`config.mk`:
```
export PLATFORM = sky130hd
export DESIGN_NAME = isp_port
export DESIGN_NICKNAME = d
export VERILOG_FILES = /design/src/isp_pkg.sv /design/src/isp_port.sv /design/src/isp_regmem.sv
export SDC_FILE = /design/constraint.sdc
export NUM_CORES = 1
export LEC_CHECK = 0
export BUFFER_PORTS_ARGS = -buffer_cell sky130_fd_sc_hd__buf_2
export CORE_ASPECT_RATIO = 1.1
export CORE_MARGIN = 2
export CORE_UTILIZATION = 45
export DETAILED_ROUTE_END_ITERATION = 8
export RECOVER_POWER = 100
export SLEW_MARGIN = 20
export SYNTH_ARGS = -nofsm -noshare
export SYNTH_HDL_FRONTEND = slang
export SYNTH_SLANG_ARGS = --single-unit
```
`constraint.sdc`:
```
create_clock -name i_sys_clk -period 2.6 [get_ports i_sys_clk]
set_input_delay 0 -clock i_sys_clk [delete_from_list [all_inputs] [get_ports i_sys_clk]]
set_output_delay 0 -clock i_sys_clk [all_outputs]
set_load 0.01 [all_outputs]
```
`src/isp_pkg.sv`:
```
// Constants, state codes and carrier types for the serial-bus slave register port.
// Assumes a 250 MHz system clock; all times below are turned into cycles here.
`default_nettype none

package isp_pkg;

  // System clock rate and spike suppression windows per speed setting
  localparam int unsigned SYS_CLK_MHZ = 250;
  localparam int unsigned FS_SPIKE_NS = 50;
  localparam int unsigned HS_SPIKE_NS = 10;
  // Longest spike that is swallowed: round down, never below one cycle
  localparam int unsigned FS_FILT_CYC = ((FS_SPIKE_NS * SYS_CLK_MHZ) / 1000 > 0) ?
                                        (FS_SPIKE_NS * SYS_CLK_MHZ) / 1000 : 1;
  localparam int unsigned HS_FILT_CYC = ((HS_SPIKE_NS * SYS_CLK_MHZ) / 1000 > 0) ?
                                        (HS_SPIKE_NS * SYS_CLK_MHZ) / 1000 : 1;
  // Highest bit rate served in high-speed mode, in kbit/s
  localparam int unsigned HS_MAX_KBPS = 3400;

  // Cycles after reset release before the synchronised address pins are taken
  localparam logic [1:0] ADDR_TAKE_CYC = 2'h2;
  // Fixed upper nibble of the slave address when the scheme pin is low
  localparam logic [3:0] FIXED_ADDR_HI = 4'h5;
  // Upper five bits of a master code byte
  localparam logic [4:0] MCODE_PAT = 5'h01;
  // Data bits in one byte, minus one
  localparam logic [3:0] BIT_LAST = 4'h7;
  // Reset values
  localparam logic [7:0] BYTE_RST = 8'h00;
  localparam logic [5:0] REG_ADDR_RST = 6'h00;

  // Protocol states, one-hot
  typedef enum logic [6:0] {
    ST_IDLE  = 7'h01,
    ST_ADDR  = 7'h02,
    ST_MCODE = 7'h04,
    ST_REG   = 7'h08,
    ST_WR    = 7'h10,
    ST_RD    = 7'h20,
    ST_SKIP  = 7'h40
  } isp_state_t;

  // Access towards the internal register space
  typedef struct packed {
    logic wr;
    logic rd;
    logic [5:0] addr;
    logic [7:0] wdata;
  } isp_reg_req_t;

endpackage

`default_nettype wire

```
`src/isp_port.sv`:
```
// Serial-bus slave port giving a host access to the internal register image,
// with standard/fast and high-speed settings.
// Assumes SCL and SDA arrive unsynchronised from pins; SDA is open drain outside.
//
// Function
// - Address with direction 1 makes the device return the addressed register.
// - All bytes of one read frame come from the same register, no increment.
// - In high-speed, repeated START and 7-bit address follow; device acknowledges.
// - High-speed persists over repeated STARTs and ends only on STOP.
// - After reset the port runs in fast mode, which serves standard traffic.
// - Master code sequence switches the input filters to high-speed.
// - Force bit set keeps the port permanently in high-speed, no master code.
// - Without a master code or the force bit set, the port stays in standard/fast mode.
// - High-speed mode supports bit rates up to 3.4 Mbit/s.
// - Port is slave only: never drives the clock, never arbitrates.
// - Slave address taken from pins once at reset release, then frozen.
// - Every data byte of a write frame goes to the same register.
// - Master not-acknowledging a read byte makes the device release the data line.
`timescale 1ns/10ps
`default_nettype none

module isp_port #(
  parameter int unsigned P_FS_FILT = isp_pkg::FS_FILT_CYC,
  parameter int unsigned P_HS_FILT = isp_pkg::HS_FILT_CYC
) (
  input wire logic i_sys_clk,
  input wire logic i_rst_b,
  input wire logic i_scl,
  input wire logic i_sda_i,
  output logic o_sda_o,
  output logic o_sda_oe_b,
  input wire logic i_address_scheme_select_pin,
  input wire logic [5:0] i_adr_pins,
  input wire logic i_force_fast_link_permanent,
  output logic o_high_speed_mode,
  output logic [6:0] o_dev_addr,
  output isp_pkg::isp_reg_req_t o_reg_req,
  output logic [7:0] o_reg_rdata
);

  // Filtered line levels: bit 0 is SCL, bit 1 is SDA
  logic [1:0] line_f;
  logic [1:0] line_p_q;
  logic [4:0] filt_lim;
  logic high_speed_mode;
  logic hs_q, hs_d;

  // Limit follows the active speed setting; HS window keeps 3.4 Mbit/s bits intact
  assign high_speed_mode = hs_q | i_force_fast_link_permanent;
  assign filt_lim = high_speed_mode ? 5'(P_HS_FILT) : 5'(P_FS_FILT);

  // Two-stage synchroniser then a stability filter per line
  genvar g;
  for (g = 0; g < 2; g++) begin : g_line
    logic s1_q, s2_q, flt_q;
    logic [4:0] cnt_q;
    always_ff @(posedge i_sys_clk or negedge i_rst_b) begin
      if (!i_rst_b) begin
        s1_q <= 1'b1;
        s2_q <= 1'b1;
        flt_q <= 1'b1;
        cnt_q <= '0;
      end else begin
        s1_q <= (g == 0) ? i_scl : i_sda_i;
        s2_q <= s1_q;
        if (s2_q == flt_q) begin
          cnt_q <= '0;
        end else if (cnt_q >= filt_lim) begin
          flt_q <= s2_q;
          cnt_q <= '0;
        end else begin
          cnt_q <= cnt_q + 5'h01;
        end
      end
    end
    assign line_f[g] = flt_q;
  end

  // Bus events from filtered levels
  logic scl_f, sda_f, scl_rise, scl_fall, start_det, stop_det;
  assign scl_f = line_f[0];
  assign sda_f = line_f[1];
  assign scl_rise = scl_f & ~line_p_q[0];
  assign scl_fall = ~scl_f & line_p_q[0];
  assign start_det = scl_f & line_p_q[0] & ~sda_f & line_p_q[1];
  assign stop_det = scl_f & line_p_q[0] & sda_f & ~line_p_q[1];

  // Address pins: synchronised, then caught once after reset release
  logic [6:0] pin_s1_q, pin_s2_q;
  logic [1:0] adr_cnt_q;
  logic adr_ok_q;
  logic [6:0] dev_addr_q;
  always_ff @(posedge i_sys_clk or negedge i_rst_b) begin
    if (!i_rst_b) begin
      pin_s1_q <= '0;
      pin_s2_q <= '0;
      adr_cnt_q <= '0;
      adr_ok_q <= 1'b0;
      dev_addr_q <= '0;
    end else begin
      pin_s1_q <= {i_address_scheme_select_pin, i_adr_pins};
      pin_s2_q <= pin_s1_q;
      if (!adr_ok_q && adr_cnt_q == isp_pkg::ADDR_TAKE_CYC) begin
        adr_ok_q <= 1'b1;
        dev_addr_q <= pin_s2_q[6] ? {1'b0, pin_s2_q[5:0]} : {isp_pkg::FIXED_ADDR_HI, pin_s2_q[2:0]};
      end else if (!adr_ok_q) begin
        adr_cnt_q <= adr_cnt_q + 2'h1;
      end
    end
  end

  // Protocol state
  isp_pkg::isp_state_t state_q, state_d;
  logic [3:0] bit_q, bit_d;
  logic [7:0] sh_q, sh_d, tx_q, tx_d;
  logic ack_q, ack_d, slot_q, slot_d, pend_q, pend_d, drv_q, drv_d;
  logic [5:0] reg_addr_q, reg_addr_d;
  isp_pkg::isp_reg_req_t req_d, req_q;
  logic [7:0] rdata;
  logic [7:0] byte_in;
  logic byte_done, mcode_hit, addr_hit;

  assign byte_in = {sh_q[6:0], sda_f};
  assign byte_done = scl_rise & ~ack_q & (bit_q == isp_pkg::BIT_LAST);
  assign mcode_hit = ~high_speed_mode & (byte_in[7:3] == isp_pkg::MCODE_PAT);
  assign addr_hit = adr_ok_q & (byte_in[7:1] == dev_addr_q);

  // Next-state decode; START and STOP override any bit in flight
  always_comb begin
    state_d = state_q;
    bit_d = bit_q;
    sh_d = sh_q;
    tx_d = tx_q;
    ack_d = ack_q;
    slot_d = slot_q;
    pend_d = pend_q;
    drv_d = drv_q;
    hs_d = hs_q;
    reg_addr_d = reg_addr_q;
    req_d = '{wr: 1'b0, rd: 1'b0, addr: reg_addr_q, wdata: byte_in};
    if (stop_det) begin
      state_d = isp_pkg::ST_IDLE;
      hs_d = 1'b0;
      ack_d = 1'b0;
      slot_d = 1'b0;
      drv_d = 1'b0;
    end else if (start_det) begin
      state_d = isp_pkg::ST_ADDR; // repeated START keeps hs_q
      bit_d = '0;
      ack_d = 1'b0;
      slot_d = 1'b0;
      drv_d = 1'b0;
    end else if (byte_done) begin
      ack_d = 1'b1;
      bit_d = '0;
      pend_d = 1'b0;
      unique case (state_q)
        isp_pkg::ST_ADDR: begin
          if (mcode_hit) begin
            state_d = isp_pkg::ST_MCODE;
          end else if (addr_hit) begin
            pend_d = 1'b1;
            state_d = byte_in[0] ? isp_pkg::ST_RD : isp_pkg::ST_REG;
            req_d.rd = byte_in[0];
          end else begin
            state_d = isp_pkg::ST_SKIP;
          end
        end
        isp_pkg::ST_REG: begin
          reg_addr_d = byte_in[5:0];
          pend_d = 1'b1;
          state_d = isp_pkg::ST_WR;
        end
        isp_pkg::ST_WR: begin
          req_d.wr = 1'b1;
          pend_d = 1'b1;
        end
        default: begin
          pend_d = 1'b0;
        end
      endcase
    end else if (scl_rise && !ack_q) begin
      sh_d = byte_in;
      bit_d = bit_q + 4'h1;
    end else if (scl_rise && slot_q) begin
      // Ninth clock high: sample the acknowledge slot
      if (state_q == isp_pkg::ST_MCODE && sda_f) begin
        hs_d = 1'b1;
      end else if (state_q == isp_pkg::ST_RD && !pend_q && sda_f) begin
        state_d = isp_pkg::ST_SKIP;
      end else if (state_q == isp_pkg::ST_RD && !pend_q) begin
        req_d.rd = 1'b1;
      end
    end else if (scl_fall && ack_q && !slot_q) begin
      slot_d = 1'b1;
      drv_d = pend_q;
    end else if (scl_fall && ack_q) begin
      // Slot ends: release, and a transmitter puts out its MSB
      ack_d = 1'b0;
      slot_d = 1'b0;
      pend_d = 1'b0;
      tx_d = rdata;
      drv_d = (state_q == isp_pkg::ST_RD) & ~rdata[7];
    end else if (scl_fall && state_q == isp_pkg::ST_RD && bit_q != 4'h0) begin
      tx_d = {tx_q[6:0], 1'b0};
      drv_d = ~tx_q[6];
    end
  end

  // Register stage for the protocol state
  always_ff @(posedge i_sys_clk or negedge i_rst_b) begin
    if (!i_rst_b) begin
      state_q <= isp_pkg::ST_IDLE;
      bit_q <= '0;
      sh_q <= isp_pkg::BYTE_RST;
      tx_q <= isp_pkg::BYTE_RST;
      {ack_q, slot_q, pend_q, drv_q} <= 4'h0;
      hs_q <= 1'b0;
      reg_addr_q <= isp_pkg::REG_ADDR_RST;
      req_q <= '0;
      line_p_q <= 2'h3;
    end else begin
      state_q <= state_d;
      bit_q <= bit_d;
      sh_q <= sh_d;
      tx_q <= tx_d;
      {ack_q, slot_q, pend_q, drv_q} <= {ack_d, slot_d, pend_d, drv_d};
      hs_q <= hs_d;
      reg_addr_q <= reg_addr_d;
      req_q <= req_d;
      line_p_q <= line_f;
    end
  end

  isp_regmem #(
    .AW(6),
    .DW(8)
  ) u_regmem (
    .i_sys_clk(i_sys_clk),
    .i_rst_b(i_rst_b),
    .i_wr(req_q.wr),
    .i_waddr(req_q.addr),
    .i_wdata(req_q.wdata),
    .i_raddr(reg_addr_q),
    .o_rdata(rdata)
  );

  // Open drain: only ever pulls low; no clock output exists at all
  assign o_sda_o = 1'b0;
  assign o_sda_oe_b = ~drv_q;
  assign o_high_speed_mode = high_speed_mode;
  assign o_dev_addr = dev_addr_q;
  assign o_reg_req = req_q;
  assign o_reg_rdata = rdata;
endmodule

`default_nettype wire

```
`src/isp_regmem.sv`:
```
// Register image reached through the serial port: one write port, registered read.
// Assumes writer and reader share the system clock.
`timescale 1ns/10ps
`default_nettype none

module isp_regmem #(
  parameter int unsigned AW = 6,
  parameter int unsigned DW = 8
) (
  input wire logic i_sys_clk,
  input wire logic i_rst_b,
  input wire logic i_wr,
  input wire logic [AW-1:0] i_waddr,
  input wire logic [DW-1:0] i_wdata,
  input wire logic [AW-1:0] i_raddr,
  output logic [DW-1:0] o_rdata
);

  logic [DW-1:0] mem_q [2**AW];

  // Storage array has no reset, so it maps onto plain memory
  always_ff @(posedge i_sys_clk) begin
    if (i_wr) begin
      mem_q[i_waddr] <= i_wdata;
    end
  end

  // Read data comes out of a register; a write shows on the next read cycle
  always_ff @(posedge i_sys_clk or negedge i_rst_b) begin
    if (!i_rst_b) begin
      o_rdata <= '0;
    end else begin
      o_rdata <= mem_q[i_raddr];
    end
  end

endmodule

`default_nettype wire

```
==> flow_summary.json <==
{
  "crit_fanout": 10,
  "ys_seq_area_share_pct": 74.7,
  "cts_tree": "yes",
  "finalSetupViolCount": 0,
  "initial_core_util_pct": 45.6,
  "first_iter_violations": 1128,
  "grt_overflow": 0,
  "htreeDepth": 2,
  "syn_inst": 1261,
  "synth-edff-count": 512,
  "drive_gt1_share_pct": 23.5,
  "fin_crit_sh_pct": 96.9,
  "clockBufferDepth": 3,
  "worstMarginPinSlew_ns": 1.47,
  "clkPwrFrac_pct": 37.0,
  "grt_max_degree": 66,
  "finalSetupTns_ns": 0,
  "ant_nets": 0,
  "intPower_mw": 17.7,
  "drt-wirelength-per-cell_um": 25.5,
  "clkTransAtPathRegs_ns": 0.06,
  "vias": 12400,
  "max_freq_ghz": 0.397,
  "power.share.sequential_pct": 54.4,
  "slew_headroom_pct": 2.00,
  "hold_violations": 0,
  "placementRows": 88,
  "critPathKind": "reg -> reg",
  "root_buffer": "clkbuf_16",
  "die-area_um2": 55100,
  "cp-start-kind": "flop",
  "p_per_area_nw_per_um2": 846,
  "ys.flop_type": "edfxtp_1",
  "p_switching_mw": 5.79,
  "ios": 46,
  "coreArea_um2": 52500,
  "syn_to_final_growth_pct": 15.7,
  "place_area_um2": 25900,
  "critical-path-max-stage-delay_ns": 0.51,
  "swShare_pct": 24.7,
  "avgSynthCellArea_um2": 19.0,
  "min_period_ns": 2.52,
  "status": "finished, final reports clean",
  "grt_use_total_pct": 20.8,
  "combPwrFrac_pct": 8.5,
  "cap_viol_max_count": 0,
  "yosys_register_bits": 613,
  "grt_pass1_vias": 12900,
  "grt_pass1_wl_um": 83300,
  "syn_area_um2": 24000,
  "cts-buffers-inserted": 61,
  "port_buffers": 43,
  "vias_per_cell": 5.69,
  "worstHoldPathType": "in -> reg",
  "fin_area_um2": 27700,
  "cts.sinks": 613,
  "final_cells": 2183,
  "p_leak_nw": 9.07,
  "dp_hpwl_um": 36400,
  "clock-skew-final_ns": 0.0233,
  "drc": 0,
  "synthArstFlopShare_pct": 16.5,
  "rsz0062_at_grt": "false",
  "drv_slew": 0,
  "critPathRequiredTime_ns": 2.84,
  "dr.pass1.iters": 7,
  "place.gp.congestion": 0.894,
  "crit_slowest_cell": "or3_1",
  "cts_resized": 0,
  "clk_latency_ns": 0.62,
  "arrival_ns": 2.76,
  "dp.cells": 2049,
  "vdd_drop_max_uv": 714,
  "setup.worst_path.end_class": "flop",
  "worstPathCellList": "or3_1 -> or2_0 -> nor2_1 -> clkbuf_1",
  "synth_cell_types": 66,
  "fin_util_pct": 52.8,
  "die_h_um": 246,
  "synth.yosys.warnings": 0,
  "chipWidth_um": 224,
  "antenna_found_initial": 2,
  "finalNetCount": 1479,
  "wl_um": 55800
}
final cells by class:
class                      count  area, um2
clock buffer                  85       1730
clock inverter                29        262
sequential                   613      17900
multi-input combinational    566       5670
tap                          675        845
fill                        4178      24800
timing repair buffer         199       1230
antenna                        1       2.50
inverter                      15       56.3
cell usage in the layout, fill, tap and decap left out, types with 13 or more instances in the layout:
cell type      instances
nand3_1               20
o22ai_1               13
clkbuf_16             65
edfxtp_1             512
dlygate4sd3_1         16
nor2_1               108
nor2b_1               14
mux2i_1               28
dfrtp_1               86
nand2_1               26
buf_4                 40
o21ai_0               28
inv_1                 15
mux4_2               119
clkbuf_2              19
clkbuf_1             115
mux2_2                40
power groups by stage:
stage | logic (mW) | registers [mW] | clock network [mW]
floorplan | 0.748 | 13.0 | 0
global placement | 2.05 | 12.9 | 0
detailed placement | 2.13 | 13.0 | 0
CTS | 2.16 | 12.8 | 8.88
global route | 2.24 | 12.8 | 9.27
finish | 2.00 | 12.8 | 8.69
through the flow:
stage / hold slack [ns] / total power, mW / setup slack, ns
after detailed placement: 0.0232 / 15.1 / 0.0140
after global placement: 0.0143 / 15.0 / 0.0302
after CTS: 0.00102 / 23.8 / 0.133
after global routing: 0.0177 / 24.3 / 0.00414
final: 0.0327 / 23.5 / 0.0800
after floorplan: -0.296 / 13.8 / 0.248
flip-flops by register name, summed over array words and instances (netlist names), 2 cells and up:
signal            flops
adr_cnt_q             2
bit_q                 4
g_line.cnt_q         10
g_line.flt_q          2
g_line.s1_q           2
g_line.s2_q           2
line_p_q              2
o_dev_addr            6
o_reg_req            16
pin_s1_q              7
pin_s2_q              7
reg_addr_q            6
sh_q                  7
state_q               7
tx_q                  7
u_regmem.mem_q      512
u_regmem.o_rdata      8
layer usage:
layer / track usage (%) / wire, um / vias up
met4: 6.75 / 1490 / 0
li1: - / - / 5431
met5: 0 / 0 / -
met1: 27.4 / 22700 / 6480
met3: 4.09 / 3840 / 112
met2: 35.0 / 27700 / 396
kinds of logic (layout without fill, tap and decap cells):
family | after synthesis | after routing | share of synthesized area (%)
fa+ha+maj | 11 | 11 | 0.574
compound gates | 102 | 102 | 2.92
mux | 191 | 191 | 14.5
buf+inv | 83 | 328 | 1.55
simple gates | 246 | 246 | 5.20
other cells | 1 | 3 | 0.0156
xor+xnor | 14 | 14 | 0.512
flops | 613 | 613 | 74.7
Yosys cell counts, types with 4 or more instances:
cell        n  area (um2)
o21ai_0    27         135
mux2_4      5        75.1
dfrtp_1    92        2300
buf_4       4        30.0
nand2_1    26        97.6
xnor2_1     6        52.6
nand2b_1   12        75.1
a21oi_1     7        35.0
a211o_1     4        35.0
or3_1       4        25.0
clkbuf_1   32         120
or3b_2      4        35.0
nand3_1    20         100
nand3b_1    5        37.5
edfxtp_1  512       15400
a22oi_1     9        67.6
nor2_1    108         405
nand4_1     7        43.8
dfstp_2     9         236
o32ai_1     5        43.8
or2_2       8        50.1
mux2i_1    28         280
o22ai_1    13        81.3
mux4_2    119        2680
nor2b_1    14        87.6
o221ai_1    6        52.6
or4_1       8        60.1
a221oi_1    5        43.8
a211oi_1    5        37.5
inv_1      15        56.3
xor2_1      8        70.1
mux2_2     39         439
nor4_1      7        43.8
buf_2      28         140
ha_1       11         138
path summary, 6_finish.rpt:
path / from / slack [ns] / cells after the start / endpoint
setup / recovery: o_reg_req[10] / 0.08 / 4 / u_regmem.mem_q[24][0]
hold / removal: i_sda_i / 0.03 / 2 / g_line[1].s1_q
setup reg to reg: o_reg_req[10] / 0.08 / 4 / u_regmem.mem_q[24][0]
hold reg to reg: pin_s1_q[2] / 0.35 / 0 / pin_s2_q[2]
max in group asynchronous: i_rst_b / 0.64 / 4 / u_regmem.o_rdata[5]
min in group asynchronous: i_rst_b / 0.90 / 3 / g_line[1].s2_q
critical path, delay by kind of cell (launching register included):
kind	cells	cell delay, ns
simple gates	3	1.16
buf+inv	1	0.47
flops	1	0.50
timing repair:
item                                    CTS  global route
hold buffers                             17             0
hold endpoints to repair                109             0
buffers inserted                          2             0
endpoints found under the setup margin    1             0
Note: power is estimated with default switching activity, not from simulation.
